File: config.mk
export PLATFORM = sky130hd
export DESIGN_NAME = ccs_switcher
export DESIGN_NICKNAME = d
export VERILOG_FILES = /design/src/ccs_pkg.sv /design/src/ccs_edge_sync.sv /design/src/ccs_switcher.sv
export SDC_FILE = /design/constraint.sdc
export NUM_CORES = 1
export LEC_CHECK = 0
export BUFFER_PORTS_ARGS = -buffer_cell sky130_fd_sc_hd__buf_2
export CAP_MARGIN = 25
export CORE_ASPECT_RATIO = 1.25
export CORE_MARGIN = 10
export CORE_UTILIZATION = 48
export CTS_CLUSTER_DIAMETER = 150
export DETAILED_ROUTE_END_ITERATION = 7
export PLACE_DENSITY = 0.76
export SLEW_MARGIN = 20
export SYNTH_ARGS = -nofsm -noshare
export SYNTH_HDL_FRONTEND = slang
export SYNTH_SLANG_ARGS = --single-unit
export TNS_END_PERCENT = 10
File: constraint.sdc
create_clock -name i_clock -period 2.2 [get_ports i_clock]
set_input_delay 0.66 -clock i_clock [delete_from_list [all_inputs] [get_ports i_clock]]
set_output_delay 0.66 -clock i_clock [all_outputs]
set_load 0.02 [all_outputs]
File: src/ccs_pkg.sv
/*
  Shared constants of the CPU clock source switcher: bit positions of
  the register images, reset values and cycle counts.
  Assumes nothing of its surroundings.
*/
package ccs_pkg;
  // ==========================================================
  // Register image bit positions
  localparam int CCS_MAIN_OSC_STOP_BIT = 7;
  localparam int CCS_INT_OSC_STOP_BIT = 0;
  localparam int CCS_SOURCE_SELECT_BIT = 0;
  localparam int CCS_SOURCE_STATUS_BIT = 1;

  // ==========================================================
  // Reset values and counts
  localparam logic [2:0] CCS_DIV_RST = 3'h0;
  localparam logic [2:0] CCS_DIV_MAX = 3'h4;
  localparam logic [7:0] CCS_MODE_RD_RST = 8'h00;
  // Internal oscillator cycles before the CPU clock starts
  localparam logic [4:0] CCS_START_INT_CYCLES = 5'h11;
  // Old CPU clocks needed to move onto the high-speed clock
  localparam logic [1:0] CCS_TO_MAIN_CLOCKS = 2'h2;

  // ==========================================================
  // Operating states, one-hot
  typedef enum logic [4:0] {
    CCS_ST_RESET = 5'h01,
    CCS_ST_START = 5'h02,
    CCS_ST_RUN = 5'h04,
    CCS_ST_HALT = 5'h08,
    CCS_ST_STOP = 5'h10
  } ccs_state_t;
endpackage

File: src/ccs_edge_sync.sv
/*
  Two-flop synchroniser with a rising edge detector behind it.
  Assumes an asynchronous input that is slow against i_clock.
*/
module ccs_edge_sync (
  // Clock and reset
  input wire logic i_clock,
  input wire logic i_rst,
  // Asynchronous input
  input wire logic i_async,
  // Synchronised level and its rising edge
  output logic o_level,
  output logic o_rise
);
  typedef struct packed {
    logic meta;
    logic sync;
    logic prev;
  } ccs_sync_t;

  ccs_sync_t s_ff;
  ccs_sync_t nxt_s;

  // ==========================================================
  // Next state: the first flop feeds only the second
  always_comb begin
    nxt_s = s_ff;
    nxt_s.meta = i_async;
    nxt_s.sync = s_ff.meta;
    nxt_s.prev = s_ff.sync;
  end

  // State register
  always_ff @(posedge i_clock or posedge i_rst) begin
    if (i_rst) begin
      s_ff <= '0;
    end else begin
      s_ff <= nxt_s;
    end
  end

  assign o_level = s_ff.sync;
  assign o_rise = s_ff.sync & ~s_ff.prev;
endmodule

File: src/ccs_switcher.sv
/*
  CPU clock source switcher: picks the CPU clock between the high-speed
  and the internal oscillator, gates both oscillators, runs the reset,
  start, HALT and STOP sequence and delays source and divider changes.
  Assumes the oscillators arrive as raw clocks on pins, the register
  images are held by CPU-side logic on i_clock, and standby requests,
  wake and internal reset sources come from logic on i_clock.
*/
// Notes on behaviour
// Software stops internal oscillator only while status reads high-speed.
// Software checks stabilization before selecting high-speed after reset.
// Software stops high-speed oscillator only while status reads internal.
// Software-stoppable option: watchdog halts in HALT and STOP.
// Every reset source forces the reset state.
// Non-stoppable option: watchdog keeps counting through STOP.
// Software clears watchdog from auxiliary timer while in STOP.
// STOP release resumes on the source used at STOP entry.
// HALT release resumes on the source used at HALT entry.
// Internal stop bit honoured only with software-stoppable option.
// Stop bits at bit 7 and bit 0; select at bit 0.
// After select rewrite, old clock continues for a bounded time.
// Status at bit 1 reports the clock source, 1 high-speed.
// Switch costs one internal period plus one, or two clocks.
// Software waits the switch latency before stopping old oscillator.
// Worst-case latency assumes internal oscillator at 120 kHz.
// Three-bit divider change waits on the old divided clock.
// Divider latency 16, 8, 4, 2, 1 clocks by prior setting.
// Software avoids dividers 010, 011, 100 on internal clock.
// Reset selects internal clock; CPU clock after 17 cycles.
// High-speed oscillator keeps running while it clocks the CPU.
// Both stop bits set still leaves one oscillator running.
module ccs_switcher
  import ccs_pkg::*;
(
  // Clock and reset
  input wire logic i_clock,
  input wire logic i_rst,
  // Raw oscillator clocks from the pins
  input wire logic i_main_osc_clk,
  input wire logic i_int_osc_clk,
  // Reset sources
  input wire logic i_reset_pin,
  input wire logic i_power_on_clear,
  input wire logic i_low_voltage_detect,
  input wire logic i_clock_monitor,
  input wire logic i_watchdog_overflow,
  // Option and register images
  input wire logic i_int_osc_stoppable,
  input wire logic [7:0] i_main_clock_mode_reg,
  input wire logic [7:0] i_main_osc_control_reg,
  input wire logic [7:0] i_internal_osc_mode_reg,
  input wire logic [2:0] i_cpu_divider_control,
  // Standby control
  input wire logic i_halt_req,
  input wire logic i_stop_req,
  input wire logic i_wake,
  // CPU clock and status
  output logic o_cpu_clk_en,
  output logic [2:0] o_cpu_divider,
  output logic o_clock_source_status,
  output logic [7:0] o_main_clock_mode_reg,
  output logic [4:0] o_state,
  // Oscillator and watchdog enables
  output logic o_main_osc_en,
  output logic o_int_osc_en,
  output logic o_watchdog_run
);
  typedef struct packed {
    ccs_state_t state;
    logic status;
    logic [2:0] div_ff;
    logic [4:0] div_cnt;
    logic cpu_tick;
    logic sw_pend;
    logic [1:0] sw_cnt;
    logic seen_int;
    logic dv_pend;
    logic [4:0] dv_cnt;
    logic [4:0] start_cnt;
    logic main_en;
    logic int_en;
    logic watchdog_run;
    logic [7:0] mode_rd;
  } ccs_core_t;

  ccs_core_t s_ff;
  ccs_core_t nxt_s;

  // ==========================================================
  // Helpers
  // Old divided clocks to wait before a divider change lands
  function automatic logic [4:0] ccs_div_lat(input logic [2:0] d);
    if (d > CCS_DIV_MAX) begin
      ccs_div_lat = 5'h01;
    end else begin
      ccs_div_lat = 5'h10 >> d;
    end
  endfunction

  // Oscillator ticks per CPU tick, less one
  function automatic logic [4:0] ccs_div_top(input logic [2:0] d);
    logic [2:0] dc;
    dc = (d > CCS_DIV_MAX) ? CCS_DIV_MAX : d;
    ccs_div_top = (5'h01 << dc) - 5'h01;
  endfunction

  // ==========================================================
  // Pin synchronisers
  logic main_rise;
  logic int_rise;
  logic rst_pin_lvl;

  ccs_edge_sync u_main_sync (
    .i_clock(i_clock),
    .i_rst(i_rst),
    .i_async(i_main_osc_clk),
    .o_level(),
    .o_rise(main_rise)
  );

  ccs_edge_sync u_int_sync (
    .i_clock(i_clock),
    .i_rst(i_rst),
    .i_async(i_int_osc_clk),
    .o_level(),
    .o_rise(int_rise)
  );

  ccs_edge_sync u_rst_sync (
    .i_clock(i_clock),
    .i_rst(i_rst),
    .i_async(i_reset_pin),
    .o_level(rst_pin_lvl),
    .o_rise()
  );

  // Ticks count only while the oscillator is enabled
  logic main_t;
  logic int_t;
  logic reset_src;
  logic sel;
  logic main_stop_bit;
  logic int_stop_bit;

  assign main_t = main_rise & s_ff.main_en;
  assign int_t = int_rise & s_ff.int_en;
  assign reset_src = rst_pin_lvl | i_power_on_clear |
                     i_low_voltage_detect | i_clock_monitor |
                     i_watchdog_overflow;
  assign sel = i_main_clock_mode_reg[CCS_SOURCE_SELECT_BIT];
  assign main_stop_bit = i_main_osc_control_reg[CCS_MAIN_OSC_STOP_BIT];
  assign int_stop_bit = i_internal_osc_mode_reg[CCS_INT_OSC_STOP_BIT];

  // ==========================================================
  // Next state
  always_comb begin
    logic src_t;
    logic tick_now;
    src_t = 1'b0;
    tick_now = 1'b0;
    nxt_s = s_ff;
    nxt_s.cpu_tick = 1'b0;
    src_t = s_ff.status ? main_t : int_t;
    unique case (s_ff.state)
      CCS_ST_RESET: begin
        nxt_s.state = CCS_ST_START;
        nxt_s.start_cnt = 5'h00;
      end
      CCS_ST_START: begin
        // CPU clock is held off until the internal oscillator settles
        if (int_t) begin
          if (s_ff.start_cnt == CCS_START_INT_CYCLES - 5'h01) begin
            nxt_s.state = CCS_ST_RUN;
          end else begin
            nxt_s.start_cnt = s_ff.start_cnt + 5'h01;
          end
        end
      end
      CCS_ST_RUN: begin
        if (i_stop_req) begin
          nxt_s.state = CCS_ST_STOP;
        end else if (i_halt_req) begin
          nxt_s.state = CCS_ST_HALT;
        end else begin
          // Divide the selected oscillator into CPU ticks
          if (src_t) begin
            if (s_ff.div_cnt >= ccs_div_top(s_ff.div_ff)) begin
              nxt_s.div_cnt = 5'h00;
              tick_now = 1'b1;
            end else begin
              nxt_s.div_cnt = s_ff.div_cnt + 5'h01;
            end
          end
          nxt_s.cpu_tick = tick_now;
          // Source switch, timed in old CPU clocks
          if (sel == s_ff.status) begin
            nxt_s.sw_pend = 1'b0;
          end else if (!s_ff.sw_pend) begin
            nxt_s.sw_pend = 1'b1;
            nxt_s.sw_cnt = 2'h0;
            nxt_s.seen_int = 1'b0;
          end else begin
            if (int_t) begin
              nxt_s.seen_int = 1'b1;
            end
            if (tick_now) begin
              if (!s_ff.status) begin
                if (s_ff.sw_cnt == CCS_TO_MAIN_CLOCKS - 2'h1) begin
                  nxt_s.status = 1'b1;
                  nxt_s.sw_pend = 1'b0;
                  nxt_s.div_cnt = 5'h00;
                end else begin
                  nxt_s.sw_cnt = s_ff.sw_cnt + 2'h1;
                end
              end else if (s_ff.seen_int) begin
                // One internal period seen, then one more old tick
                nxt_s.status = 1'b0;
                nxt_s.sw_pend = 1'b0;
                nxt_s.div_cnt = 5'h00;
              end
            end
          end
          // Divider change, timed in old divided clocks
          if (i_cpu_divider_control == s_ff.div_ff) begin
            nxt_s.dv_pend = 1'b0;
          end else if (!s_ff.dv_pend) begin
            nxt_s.dv_pend = 1'b1;
            nxt_s.dv_cnt = 5'h00;
          end else if (tick_now) begin
            if (s_ff.dv_cnt == ccs_div_lat(s_ff.div_ff) - 5'h01) begin
              nxt_s.div_ff = i_cpu_divider_control;
              nxt_s.dv_pend = 1'b0;
              nxt_s.div_cnt = 5'h00;
            end else begin
              nxt_s.dv_cnt = s_ff.dv_cnt + 5'h01;
            end
          end
        end
      end
      // Source and divider are frozen, so release resumes on them
      CCS_ST_HALT: begin
        if (i_wake) begin
          nxt_s.state = CCS_ST_RUN;
        end
      end
      CCS_ST_STOP: begin
        if (i_wake) begin
          nxt_s.state = CCS_ST_RUN;
        end
      end
      default: begin
        nxt_s.state = CCS_ST_RESET;
      end
    endcase
    // Any reset source restarts from the internal oscillator
    if (reset_src) begin
      nxt_s = '0;
      nxt_s.state = CCS_ST_RESET;
      nxt_s.div_ff = CCS_DIV_RST;
    end
    // Oscillator gating; a stop bit never stops the clocking oscillator
    if (s_ff.state == CCS_ST_RESET || reset_src) begin
      nxt_s.main_en = 1'b0;
      nxt_s.int_en = 1'b0;
    end else begin
      nxt_s.main_en = (s_ff.state != CCS_ST_STOP) &&
                      !(main_stop_bit && !s_ff.status);
      // Stop bit only when stoppable and high-speed clocks the CPU
      nxt_s.int_en = !(i_int_osc_stoppable && int_stop_bit &&
                       s_ff.status);
    end
    // Watchdog runs through standby only when oscillator is fixed
    unique case (s_ff.state)
      CCS_ST_START, CCS_ST_RUN: nxt_s.watchdog_run = !reset_src;
      CCS_ST_HALT, CCS_ST_STOP:
        nxt_s.watchdog_run = !i_int_osc_stoppable && !reset_src;
      default: nxt_s.watchdog_run = 1'b0;
    endcase
    nxt_s.mode_rd = CCS_MODE_RD_RST;
    if (!reset_src) begin
      nxt_s.mode_rd[CCS_SOURCE_SELECT_BIT] = sel;
    end
    nxt_s.mode_rd[CCS_SOURCE_STATUS_BIT] = nxt_s.status;
  end

  // State register
  always_ff @(posedge i_clock or posedge i_rst) begin
    if (i_rst) begin
      s_ff <= '0;
      s_ff.state <= CCS_ST_RESET;
      s_ff.div_ff <= CCS_DIV_RST;
    end else begin
      s_ff <= nxt_s;
    end
  end

  // ==========================================================
  // Outputs, all from the state register
  assign o_cpu_clk_en = s_ff.cpu_tick;
  assign o_cpu_divider = s_ff.div_ff;
  assign o_clock_source_status = s_ff.status;
  assign o_main_clock_mode_reg = s_ff.mode_rd;
  assign o_state = s_ff.state;
  assign o_main_osc_en = s_ff.main_en;
  assign o_int_osc_en = s_ff.int_en;
  assign o_watchdog_run = s_ff.watchdog_run;
endmodule

# [Word level (Yosys, flattened, before mapping)]
# Index checks and enable logic that the tools add are counted.
[totals] elab_cells=157 regBits=43 output_inout_bits=21 inputBits=40
[classes] reduce_logical=25 eq_ne=26 shift=2 muxes=63 order_cmp=2 bitwise=10 n_addsub=6
[op_table] op="2-to-1 mux 5 bit" n=24
[op_table] op="2-to-1 mux 20 bit" n=3
[op_table] op="2-to-1 mux 41 bit" n=1
[op_table] op="2-to-1 mux 8 bit" n=4
[op_table] op="one-hot mux 5 bit (4 select lines)" n=1
[op_table] op="2-to-1 mux 1 bit" n=19
[op_table] op="adder 5 x 1 -> 5 bit, second input constant" n=3
[op_table] op="inequality test 3 bit, second input constant" n=5
[op_table] op="AND reduction 7 bit" n=2
[op_table] op="2-to-1 mux 6 bit" n=2
[op_table] op="inequality test 3 x 1 -> 1 bit, second input constant" n=4
[op_table] op="== test 5 bit, second input constant" n=2
[op_table] op="one-hot mux 5 bit (2 select lines)" n=1
[op_table] op="subtractor 5 x 1 -> 5 bit, second input constant" n=2
[op_table] op="2-to-1 mux 3 bit" n=3
[op_table] op="nonzero test 2 bit" n=4
[op_table] op="2-to-1 mux 2 bit" n=3
[op_table] op="AND reduction 3 bit" n=2
[op_table] op="AND reduction 6 bit" n=1
[op_table] op="== test 5 x 1 -> 1 bit, second input constant" n=1
[op_table] op="== test 5 x 2 -> 1 bit, second input constant" n=1
[op_table] op="== test 5 x 3 -> 1 bit, second input constant" n=1
[op_table] op="== test 5 x 4 -> 1 bit, second input constant" n=1
[op_table] op="== test 5 bit" n=1
[op_table] op="other kinds (25)" n=43

# [Logic depth before layout (Yosys ltp)]
# Gate-level depths: netlist of run 1.
[depth] word_depth=26 ltp_mapped=11 ltp_nobuf=9

# [Modules after synthesis]
# A second synthesis of run 1 with hierarchy kept.
[unflattened] hier_cells=275 area_unflattened_um2=2610.0
[modules_own_cells] mod="ccs_switcher" cells_each=260 instances=1 area_per_inst_um2=2332.2 seq_area_each_um2=852.1
[modules_own_cells] mod="ccs_edge_sync" cells_each=5 instances=3 area_per_inst_um2=92.6 seq_area_each_um2=75.1

# [Worst setup path after synthesis of run 1]
# OpenSTA, ideal clock, no wires.
[synth_timing] path_kind="reg-to-reg" from="register s_ff (netlist bit o_cpu_divider[0])" to="register s_ff[19] in the netlist's numbering" setup_time_ps=124 t_arrival_ps=2287 period_less_slack_ps=2411 setup_slack_ps=-211 n_path_buf=1 stages_incl_launch_ff=10 required_ps=2076 path_cell_list="dfrtp_1 -> buf_2 -> or3_1 -> ha_1 -> nand2b_1 -> a311o_1 -> and2_1 -> nand3_2 -> and3b_1 -> a211o_1"
[synth_between] elab_chain_len=12 elab_cells_between_ends=25 cone_classes="add/sub: 2; order compare: 2; eq/ne: 5; shift: 2; mux: 13; reduce/logical: 1"
[synth_lines] item="start, declared" line_no="ccs_switcher.sv:86" source="ccs_core_t s_ff;"
[synth_lines] item="start signal, assigned" line_no="ccs_switcher.sv:293" source="s_ff <= nxt_s;"
[synth_lines] item="greater-than comparator 3 bit / right shift 5 x 3 -> 5 bit (equally long branches)" line_no="ccs_switcher.sv:93, ccs_switcher.sv:103, ccs_switcher.sv:96"
[synth_lines] item="2-to-1 mux 3 bit / 2-to-1 mux 5 bit (equally long branches)" line_no="ccs_switcher.sv:103, ccs_switcher.sv:93"
[synth_lines] item="<< shifter 1 x 3 -> 5 bit / 2-to-1 mux 5 bit (equally long branches)" line_no="ccs_switcher.sv:104, ccs_switcher.sv:229"
[synth_lines] item="subtractor 5 x 1 -> 5 bit / 2-to-1 mux 5 bit (equally long branches)" line_no="ccs_switcher.sv:104, ccs_switcher.sv:226"
[synth_lines] item=">= comparator 5 bit / 2-to-1 mux 5 bit (equally long branches)" line_no="ccs_switcher.sv:187, ccs_switcher.sv:224"
[synth_lines] item="2-to-1 mux 1 bit / 2-to-1 mux 5 bit (equally long branches)" line_no="ccs_switcher.sv:187, ccs_switcher.sv:182"
[synth_lines] item="2-to-1 mux 1 bit / 2-to-1 mux 5 bit (equally long branches)" line_no="ccs_switcher.sv:186, ccs_switcher.sv:180"
[synth_lines] item="2-to-1 mux 1 bit / 2-to-1 mux 5 bit (equally long branches)" line_no="ccs_switcher.sv:182, ccs_switcher.sv:164"
[synth_lines] item="2-to-1 mux 1 bit / subtractor 5 x 1 -> 5 bit (equally long branches)" line_no="ccs_switcher.sv:180, ccs_switcher.sv:230"
[synth_lines] item="2-to-1 mux 1 bit / == test 5 bit (equally long branches)" line_no="ccs_switcher.sv:164, ccs_switcher.sv:230"
[synth_lines] item="inequality test 3 x 1 -> 1 bit (no source line) / inequality test 3 bit (equally long branches)"
[synth_lines] item="AND reduction 6 bit (no source line) *"
# Every way passes the cells marked *; elsewhere a longest branch is shown, timed or not. The select of a mux whose other input is x is not followed.
# A chain may end at the register's enable or synchronous reset.

# [Worst setup path in the final report of run 1]
[layout_timing] from="register s_ff (netlist bit o_cpu_divider[0])" to="register s_ff[16] in the netlist's numbering"
# Same word-level chain as after synthesis.

==> flow_summary.yaml, run 1 <==
sta:
  rsz0062_at_grt: "yes"
  setup-tns-final_ns: -0.588
  finalMaxSlewViolations: 0
  fmax_ghz: 0.431
  setup_ws_ns: -0.120
  final_hold_viol_count: 0
  finalCriticalPeriod_ns: 2.32
  skew_ns: 0.0118
  finalSetupViolCount: 10
  holdWs_ns: 0.350
  min_period_over_period_pct: 105
layout:
  diodes: 0
  syn_to_final_growth_pct: 25.5
  drive_gt1_share_pct: 33.2
  final_nets: 384
  largest_reg_flops: 20
  largest-register: "s_ff"
  fin_area_sq_um: 3190
power:
  ir_drop_uv: 543
  seqPwrFrac_pct: 53.7
  combPwrFrac_pct: 5.0
  power.share.clock_pct: 41.3
  internal_power_mw: 1.14
  power_switching_uw: 319
  pwr_density_cell_nw_per_um2: 457
  p_leak_nw: 1.53
  switching_share_pct: 21.8
clocking:
  path_clk_slew_ns: 0.08
  insertion_delay_ns: 0.30
  cts-root-buf: "clkbuf_8"
  cts_buffer_depth: 2
  holdBufCountCts: 0
  h-tree-depth: 2
  cts_sinks: 42
  cts_tree: "built"
  cts_buffers: 5
critical_path:
  cp_max_fo: 4
  cpPeakStageDelay_ns: 0.43
  crit_chain: "or3_1, ha_1, nand2b_4, a311o_1, and2_4, o2bb2ai_2, or2_4, mux2_4"
  crit_required_ns: 2.38
  worst-setup-path-type: "reg2reg"
  path_buf_inv: 0
  critPathTopFamily: "simple AND/OR/NAND/NOR gates"
  slowest_stage: "dfrtp_1"
  worst_setup_path_end_kind: "register"
  rrSetupSlack_ns: -0.12
  cp.arrival_ns: 2.50
  start_kind: "register"
placement:
  post-place-ws_ns: -0.389
  post-dp-hpwl_mm: 4.54
  dpl_cell_area_sq_um: 2920
  routabilityCongestion: 0.840
  io_buffers: 33
min_path:
  hold_path_class: "reg2reg"
synthesis:
  yosysSeqAreaShare_pct: 41.3
  synth.avg_cell_area_sq_um: 9.36
  synth_ff_type: "dfrtp_1"
  synth_area_sq_um: 2550
  yosysWarnings: 0
  ys_ff_latch: 42
  async_flop_share_pct: 100
  synth.distinct_cells: 61
  synth_edf_count: 0
  syn_inst: 272
global_route:
  track_usage_pct: 14.3
  met3_usage_pct: 4.02
  met1_usage_pct: 16.2
  grt_pass1_vias: 2260
  grt_max_degree: 28
  gr-usage-met2_pct: 24.5
  busiest_layer: "met2"
  grt_overflow: 0
  antenna_found_initial: 0
  grt_pass1_wl_mm: 10.3
detailed_routing:
  wl_per_cell_um: 15.2
  initialDrtViolationCount: 141
  drc: 0
  num_vias: 2209
  dr.pass1.iters: 4
  ant_nets: 0
  viasPerCell: 5.58
  wirelength_mm: 6.03
outcome:
  status: "finished with violations"
  violations: "negative setup slack"
floorplan:
  pin_count: 61
  die_y_um: 101
  row_count: 29
  die_width_um: 85.1
  start_util_pct: 49.8
  core_area_sq_um: 5120
  dieArea_sq_um: 8640
flow_run:
  timing.max_cap.violations: 0
layout make-up:
type                       count  area (sq um)
clock inverter                 3          40.0
fill                         444          1920
sequential                    42          1050
clock buffer                   5          68.8
tap                           62          77.6
multi-input combinational    200          1440
timing repair buffer          74           473
inverter                      10          37.5
cells in the mapped netlist (3+ instances only):
cell | number | area [sq um]
dfrtp_1 | 41 | 1030
nand2_1 | 35 | 131
nor2_1 | 17 | 63.8
buf_4 | 16 | 120
a21oi_1 | 13 | 65.1
ha_1 | 11 | 138
inv_1 | 10 | 37.5
xor2_1 | 10 | 87.6
nand3_1 | 9 | 45.0
nor3_1 | 7 | 35.0
nand4_1 | 6 | 37.5
o21ai_0 | 6 | 30.0
a31oi_1 | 5 | 31.3
clkbuf_1 | 5 | 18.8
mux2i_1 | 5 | 50.1
o31ai_1 | 5 | 37.5
buf_2 | 4 | 20.0
nor2b_1 | 4 | 25.0
a21o_1 | 3 | 22.5
nand2b_1 | 3 | 18.8
nand3b_1 | 3 | 22.5
nor3b_1 | 3 | 22.5
nor4_1 | 3 | 18.8
or3_1 | 3 | 18.8
kinds of logic after synthesis:
kind of cell               Yosys count  synth area share [%]
other                                2                 0.295
and+or+nand+nor                    113                  24.9
buffers and inverters               35                  7.72
muxes                                6                  2.41
AOI/OAI and AO/OA                   52                  14.2
adders and majority gates           11                  5.41
xor gates and xnor gates            11                  3.78
DFF                                 42                  41.3
routing by layer:
| layer | share of wire [%] | vias to the layer above | routed length, um |
|---|---|---|---|
| met2 | 50 | 71 | 3040 |
| li1 | - | 1075 | - |
| met1 | 42 | 1051 | 2510 |
| met5 | 0 | - | 0 |
| met4 | 1.8 | 0 | 106 |
| met3 | 6.1 | 12 | 368 |
path summary, 6_finish.rpt:
kind	start	endpoint	depth (start not counted)
max	o_cpu_divider[0]	s_ff[16]	8
max reg2reg	o_cpu_divider[0]	s_ff[16]	8
min reg2reg	u_main_sync.nxt_s[1]	u_main_sync.o_level	0
min	u_main_sync.nxt_s[1]	u_main_sync.o_level	0
min in group asynchronous	i_rst	o_main_clock_mode_reg[1]	3
max in group asynchronous	i_rst	o_cpu_divider[1]	4
what timing repair did:
item | in CTS | in global routing
endpoints found under the setup margin | 16 | 18
pin swaps | 7 | 7
setup buffers | 5 | 0
gates resized for setup | 14 | 13
cells in the final DEF, fill, tap and decap left out, types with 3 or more instances in the layout:
| cell type | Yosys | layout |
|---|---|---|
| nand4_1 | 6 | 6 |
| nor3_1 | 7 | 7 |
| mux2i_1 | 5 | 4 |
| ha_1 | 11 | 10 |
| xor2_1 | 10 | 10 |
| conb_1 | 2 | 7 |
| a21o_1 | 3 | 3 |
| o21ai_0 | 6 | 5 |
| nor2_1 | 17 | 17 |
| buf_4 | 16 | 41 |
| a31oi_1 | 5 | 5 |
| dfrtp_1 | 41 | 40 |
| clkbuf_8 | 0 | 5 |
| a21oi_1 | 13 | 12 |
| nand3b_1 | 3 | 3 |
| nand2_1 | 35 | 34 |
| inv_1 | 10 | 10 |
| nand3_1 | 9 | 9 |
| nor2b_1 | 4 | 3 |
| o31ai_1 | 5 | 3 |
| buf_2 | 4 | 33 |
stage by stage:
| stage | util (%) | instances | total power, mW |
|---|---|---|---|
| after detailed placement | 57.1 | 383 | 0.871 |
| after floorplan | - | 277 | 0.844 |
| after global placement | 57.1 | 383 | 0.870 |
| after global routing | 62.4 | 396 | 1.51 |
| final | 62.4 | 396 | 1.46 |
| after CTS | 61.2 | 396 | 1.47 |
power groups by stage:
stage               logic (mW)  registers (mW)  clock network [mW]
global placement        0.0713           0.799                   0
global route            0.0824           0.785               0.645
finish                  0.0731           0.784               0.602
detailed placement      0.0722           0.799                   0
floorplan               0.0456           0.798                   0
CTS                     0.0733           0.784               0.615
Note: power is estimated with default switching activity, not from simulation.
==> run 2, diff against run 1 <==
==> constraint.sdc (replaced) <==
create_clock -name i_clock -period 1.9 [get_ports i_clock]
set_input_delay 0.57 -clock i_clock [delete_from_list [all_inputs] [get_ports i_clock]]
set_output_delay 0.57 -clock i_clock [all_outputs]
set_load 0.02 [all_outputs]
==> run 2 against run 1 <==
Net effect: the flow still finishes with violations (negative setup slack); sequential share of layout area shrank 0.98 points; core utilization grew 2.0 points; critical endpoint is now s_ff[19]; critical path type unchanged; first-iteration DRC count shrank 13%; final cell count grew 3.5%; total power grew 11%; count of clock-buffer cells in the layout grew 1; worst setup slack lost 0.33 ns; clock skew shrank 0.0050 ns; hold slack gained 0.0035 ns; die area is the same; sequential power grew 16%; largest power group unchanged.
==> flow_summary.yaml, run 2 (synthesized netlist as in run 1, its figures left out) <==
min_path:
  min_to: "u_main_sync.o_level"
  holdPathStages: 0
  hp-start: "u_main_sync.nxt_s[1]"
  hold_path_class: "reg2reg"
layout:
  final_nets: 398
  final_cell_mix: "54 x buf_4, 39 x dfrtp_1, 33 x buf_2"
  largest_reg_flops: 20
  finalNonFillerCells: 410
  layout_commonest_cell: "buf_4"
  syn_to_final_growth_pct: 29.4
  diodes: 0
  final_util_pct: 64.4
  drive_gt1_share_pct: 38.2
  largest-register: "s_ff"
floorplan:
  dieArea_sq_um: 8640
  pin_count: 61
  start_util_pct: 49.8
  row_count: 29
  core_area_sq_um: 5120
  die_width_um: 85.1
  die_y_um: 101
critical_path:
  cp.arrival_ns: 2.54
  critPathTopFamily: "simple AND/OR/NAND/NOR gates"
  reg2reg_to: "s_ff[19]"
  rrSetupSlack_ns: -0.45
  ff2ff_path_depth: 8
  slowest_stage: "dfrtp_1"
  path_buf_inv: 0
  cpPeakStageDelay_ns: 0.44
  reg2reg_from: "o_cpu_divider[0]"
  worst-setup-path-type: "reg2reg"
  worst_setup_path_end_kind: "register"
  crit_required_ns: 2.09
  crit_path_start: "o_cpu_divider[0]"
  start_kind: "register"
  crit_chain: "or3_4, ha_4, nand2b_4, a311o_1, and2_4, o2bb2ai_2, or2_4, a211o_1"
  cp_max_fo: 5
sta:
  finalSetupViolCount: 19
  slew_headroom_pct: 62.0
  skew_ns: 0.00679
  rsz0062_at_grt: "yes"
  setup_ws_ns: -0.454
  finalMaxSlewViolations: 0
  min_period_over_period_pct: 124
  fmax_ghz: 0.425
  final_hold_viol_count: 0
  worst_pin_slew_ns: 0.566
  finalCriticalPeriod_ns: 2.35
clocking:
  path_clk_slew_ns: 0.08
  cts_sinks: 42
  h-tree-depth: 2
  cts_buffers: 5
  cts_buffer_depth: 2
  insertion_delay_ns: 0.31
  cts-root-buf: "clkbuf_8"
  holdBufCountCts: 0
  cts_tree: "built"
outcome:
  violations: "negative setup slack"
  status: "finished with violations"
detailed_routing:
  viasPerCell: 5.55
  num_vias: 2276
  wirelength_mm: 6.22
  drc: 0
  dr.pass1.iters: 4
  wl_per_cell_um: 15.2
  initialDrtViolationCount: 122
  ant_nets: 0
placement:
  io_buffers: 33
  dp_cells: 399
  post-dp-hpwl_mm: 4.68
  routabilityCongestion: 0.830
global_route:
  antenna_found_initial: 0
  grt_max_degree: 43
  track_usage_pct: 14.1
  grt_pass1_vias: 2295
  grt_pass1_wl_mm: 10.1
  grt_overflow: 0
power:
  power.share.clock_pct: 38.5
  pwr_density_cell_nw_per_um2: 493
  combPwrFrac_pct: 5.7
  seqPwrFrac_pct: 55.8
  internal_power_mw: 1.23
  ir_drop_uv: 490
  p_leak_nw: 1.60
  power_switching_uw: 394
  switching_share_pct: 24.3
flow_run:
  timing.max_cap.violations: 0
-- run 2: cell count changes in the layout (fill, tap and decap cells not counted), moves of 2 or more --
| cell | before | now |
|---|---|---|
| or4_4 | 0 | 2 |
| nor3_2 | 0 | 2 |
| buf_4 | 41 | 54 |
| or4_1 | 2 | 0 |
| nand2_2 | 1 | 3 |
| nand2_1 | 34 | 32 |
| nor3_1 | 7 | 5 |
| a21oi_1 | 12 | 10 |
| a21oi_2 | 1 | 3 |
-- run 2: what timing repair did --
| action | CTS | global route |
|---|---|---|
| buffers inserted | 3 | 0 |
| pin swaps | 9 | 7 |
| gates cloned | 0 | 0 |
| resized for setup | 16 | 17 |
| endpoints found under the setup margin | 24 | 26 |
-- run 2: worst max path at each step --
stage	to	slack [ns]	cells after the start
finish	s_ff[19]	-0.45	8
global route	s_ff[19]	-0.55	9
CTS	s_ff[19]	-0.46	8
detailed placement	s_ff[19]	-0.57	9
global placement	s_ff[31]	-0.51	8
floorplan	s_ff[31]	-0.39	7
-- run 2: power groups by stage --
stage | Combinational, mW | Sequential [mW] | Clock [mW]
after global placement | 0.0884 | 0.925 | 0
after CTS | 0.0914 | 0.907 | 0.620
after global routing | 0.102 | 0.909 | 0.663
after floorplan | 0.0528 | 0.924 | 0
after detailed placement | 0.0898 | 0.925 | 0
final | 0.0926 | 0.907 | 0.625
-- run 2: final cells by class --
type	count	area [sq um]
fillers	405	1820
multi-input cells	200	1450
flip-flops and latches	42	1050
repair buffers	88	582
clock buffers	6	82.6
well taps	62	77.6
inverters	10	37.5
clock inverters	2	12.5
-- run 2: metal layers --
metal,part of all wire [%],track usage [%]
met1,43,15.0
met2,50,25.3
met3,5.0,4.26
met4,2.2,5.96
met5,0,0
-- run 2: stage by stage --
step / setup WS [ns] / setup TNS [ns] / area (sq um) / total power [mW] / hold WS [ns]
floorplan: -0.389 / -5.80 / 2580 / 0.977 / 0.331
global placement: -0.515 / -9.61 / 3050 / 1.01 / 0.332
detailed placement: -0.574 / -10.30 / 3050 / 1.01 / 0.336
CTS: -0.463 / -6.84 / 3230 / 1.62 / 0.355
global route: -0.555 / -7.97 / 3300 / 1.67 / 0.362
finish: -0.454 / -6.09 / 3300 / 1.63 / 0.353
==> run 3, diff against run 2 <==
--- a/config.mk
+++ b/config.mk
@@ -12,6 +12,7 @@
 export CORE_UTILIZATION = 48
 export CTS_CLUSTER_DIAMETER = 150
 export DETAILED_ROUTE_END_ITERATION = 7
+export MAX_ROUTING_LAYER = met4
 export PLACE_DENSITY = 0.76
 export SLEW_MARGIN = 20
 export SYNTH_ARGS = -nofsm -noshare
==> run 3 against run 2 <==
Net effect: the flow still finishes with violations (negative setup slack); global-route usage grew 0.44 points; critical path depth is the same; sequential share of layout area is the same; final cell count is the same; design area is the same; total power is essentially flat; register-to-register slack is essentially flat; hold slack is essentially flat; maximum frequency is the same; largest cell class unchanged.
==> flow_summary.yaml, run 3 (synthesized netlist as in run 1, its figures left out) <==
outcome:
  status: "finished with violations"
  violations: "negative setup slack"
clocking:
  holdBufCountCts: 0
  path_clk_slew_ns: 0.08
  cts_tree: "built"
  cts-root-buf: "clkbuf_8"
  cts_sinks: 42
  insertion_delay_ns: 0.31
  cts_buffer_depth: 2
  h-tree-depth: 2
  cts_buffers: 5
global_route:
  track_usage_pct: 14.6
  grt_pass1_vias: 2295
  grt_overflow: 0
  grt_max_degree: 43
  antenna_found_initial: 0
  grt_pass1_wl_mm: 10.1
layout:
  finalNonFillerCells: 410
  final_cell_mix: "54 x buf_4, 39 x dfrtp_1, 33 x buf_2"
  layout_commonest_cell: "buf_4"
  diodes: 0
  drive_gt1_share_pct: 38.2
  final_nets: 398
  syn_to_final_growth_pct: 29.4
  largest_reg_flops: 20
  fin_area_sq_um: 3300
  largest-register: "s_ff"
critical_path:
  crit_required_ns: 2.09
  start_kind: "register"
  worst-setup-path-type: "reg2reg"
  cp.arrival_ns: 2.54
  cpPeakStageDelay_ns: 0.44
  slowest_stage: "dfrtp_1"
  cp_max_fo: 5
  worst_setup_path_end_kind: "register"
  crit_chain: "or3_4, ha_4, nand2b_4, a311o_1, and2_4, o2bb2ai_2, or2_4, a211o_1"
power:
  pwr_density_cell_nw_per_um2: 493
  p_leak_nw: 1.60
  ir_drop_uv: 488
sta:
  skew_ns: 0.00718
  holdWs_ns: 0.353
  worst_pin_slew_ns: 0.566
  finalMaxSlewViolations: 0
  fmax_ghz: 0.425
  setup_ws_ns: -0.454
  finalCriticalPeriod_ns: 2.35
  rsz0062_at_grt: "yes"
  min_period_over_period_pct: 124
  final_hold_viol_count: 0
  slew_headroom_pct: 62.0
  finalSetupViolCount: 19
floorplan:
  core_area_sq_um: 5120
  die_y_um: 101
  pin_count: 61
  start_util_pct: 49.8
  die_width_um: 85.1
  row_count: 29
  dieArea_sq_um: 8640
flow_run:
  timing.max_cap.violations: 0
detailed_routing:
  dr.pass1.iters: 4
  viasPerCell: 5.53
  initialDrtViolationCount: 120
  drc: 0
  ant_nets: 0
  num_vias: 2267
  wirelength_mm: 6.26
  wl_per_cell_um: 15.3
placement:
  dp_cells: 399
  routabilityCongestion: 0.842
  io_buffers: 33
  dpl_cell_area_sq_um: 3050
  post-dp-hpwl_mm: 4.68
min_path:
  hold_path_class: "reg2reg"
## run 3: cell counts in the layout (fill, tap and decap cells not counted)
No cell type changed its count.
## run 3: worst max-delay path, delay by kind of cell (launching register included)
kind                     cells  cell delay (ns)
AND/OR/NAND/NOR              4             0.99
flip-flops                   1             0.44
adder cells (fa/ha/maj)      1             0.26
AO/OA/AOI/OAI                3             0.56
## run 3: area by class of cell
| cell class | count | area (sq um) |
|---|---|---|
| Clock buffer | 6 | 82.6 |
| Clock inverter | 2 | 12.5 |
| Fill cell | 405 | 1820 |
| Inverter | 10 | 37.5 |
| Multi-Input combinational cell | 200 | 1450 |
| Sequential cell | 42 | 1050 |
| Tap cell | 62 | 77.6 |
| Timing Repair Buffer | 88 | 582 |
## run 3: through the flow
stage               utilization (%)  total power, mW  setup TNS [ns]  setup WS [ns]
floorplan                         -            0.977           -5.80         -0.389
detailed placement             59.6             1.01          -10.30         -0.574
global route                   64.4             1.67           -7.97         -0.555
global placement               59.6             1.01           -9.61         -0.515
CTS                            63.2             1.62           -6.84         -0.463
finish                         64.4             1.63           -6.10         -0.454
## run 3: timing repair
action	CTS	global route
endpoints found under the hold margin	0	0
endpoints found under the setup margin	24	26
gates resized for setup	16	17
setup buffers	3	0
pin swaps	9	7
## run 3: path summary, 6_finish.rpt
kind / from / to / slack [ns] / depth (start not counted)
max reg2reg: o_cpu_divider[0] / s_ff[19] / -0.45 / 8
max in group asynchronous: i_rst / o_cpu_divider[2] / 1.12 / 3
min reg2reg: u_main_sync.nxt_s[1] / u_main_sync.o_level / 0.35 / 0
min: u_main_sync.nxt_s[1] / u_main_sync.o_level / 0.35 / 0
max: o_cpu_divider[0] / s_ff[19] / -0.45 / 8
min in group asynchronous: i_rst / s_ff[31] / 0.39 / 3
## run 3: per-layer routing
metal	GRT usage, %	up-vias	wire length (um)
met5	-	-	0
met4	5.96	0	134
met3	3.94	11	278
met2	25.2	46	3110
met1	15.3	1106	2740
li1	-	1104	-
## run 3: power breakdown
part / internal (mW) / switching, mW / total, mW
clock network: 0.292 / 0.332 / 0.625
registers: 0.903 / 0.00448 / 0.907
logic: 0.0357 / 0.0572 / 0.0929
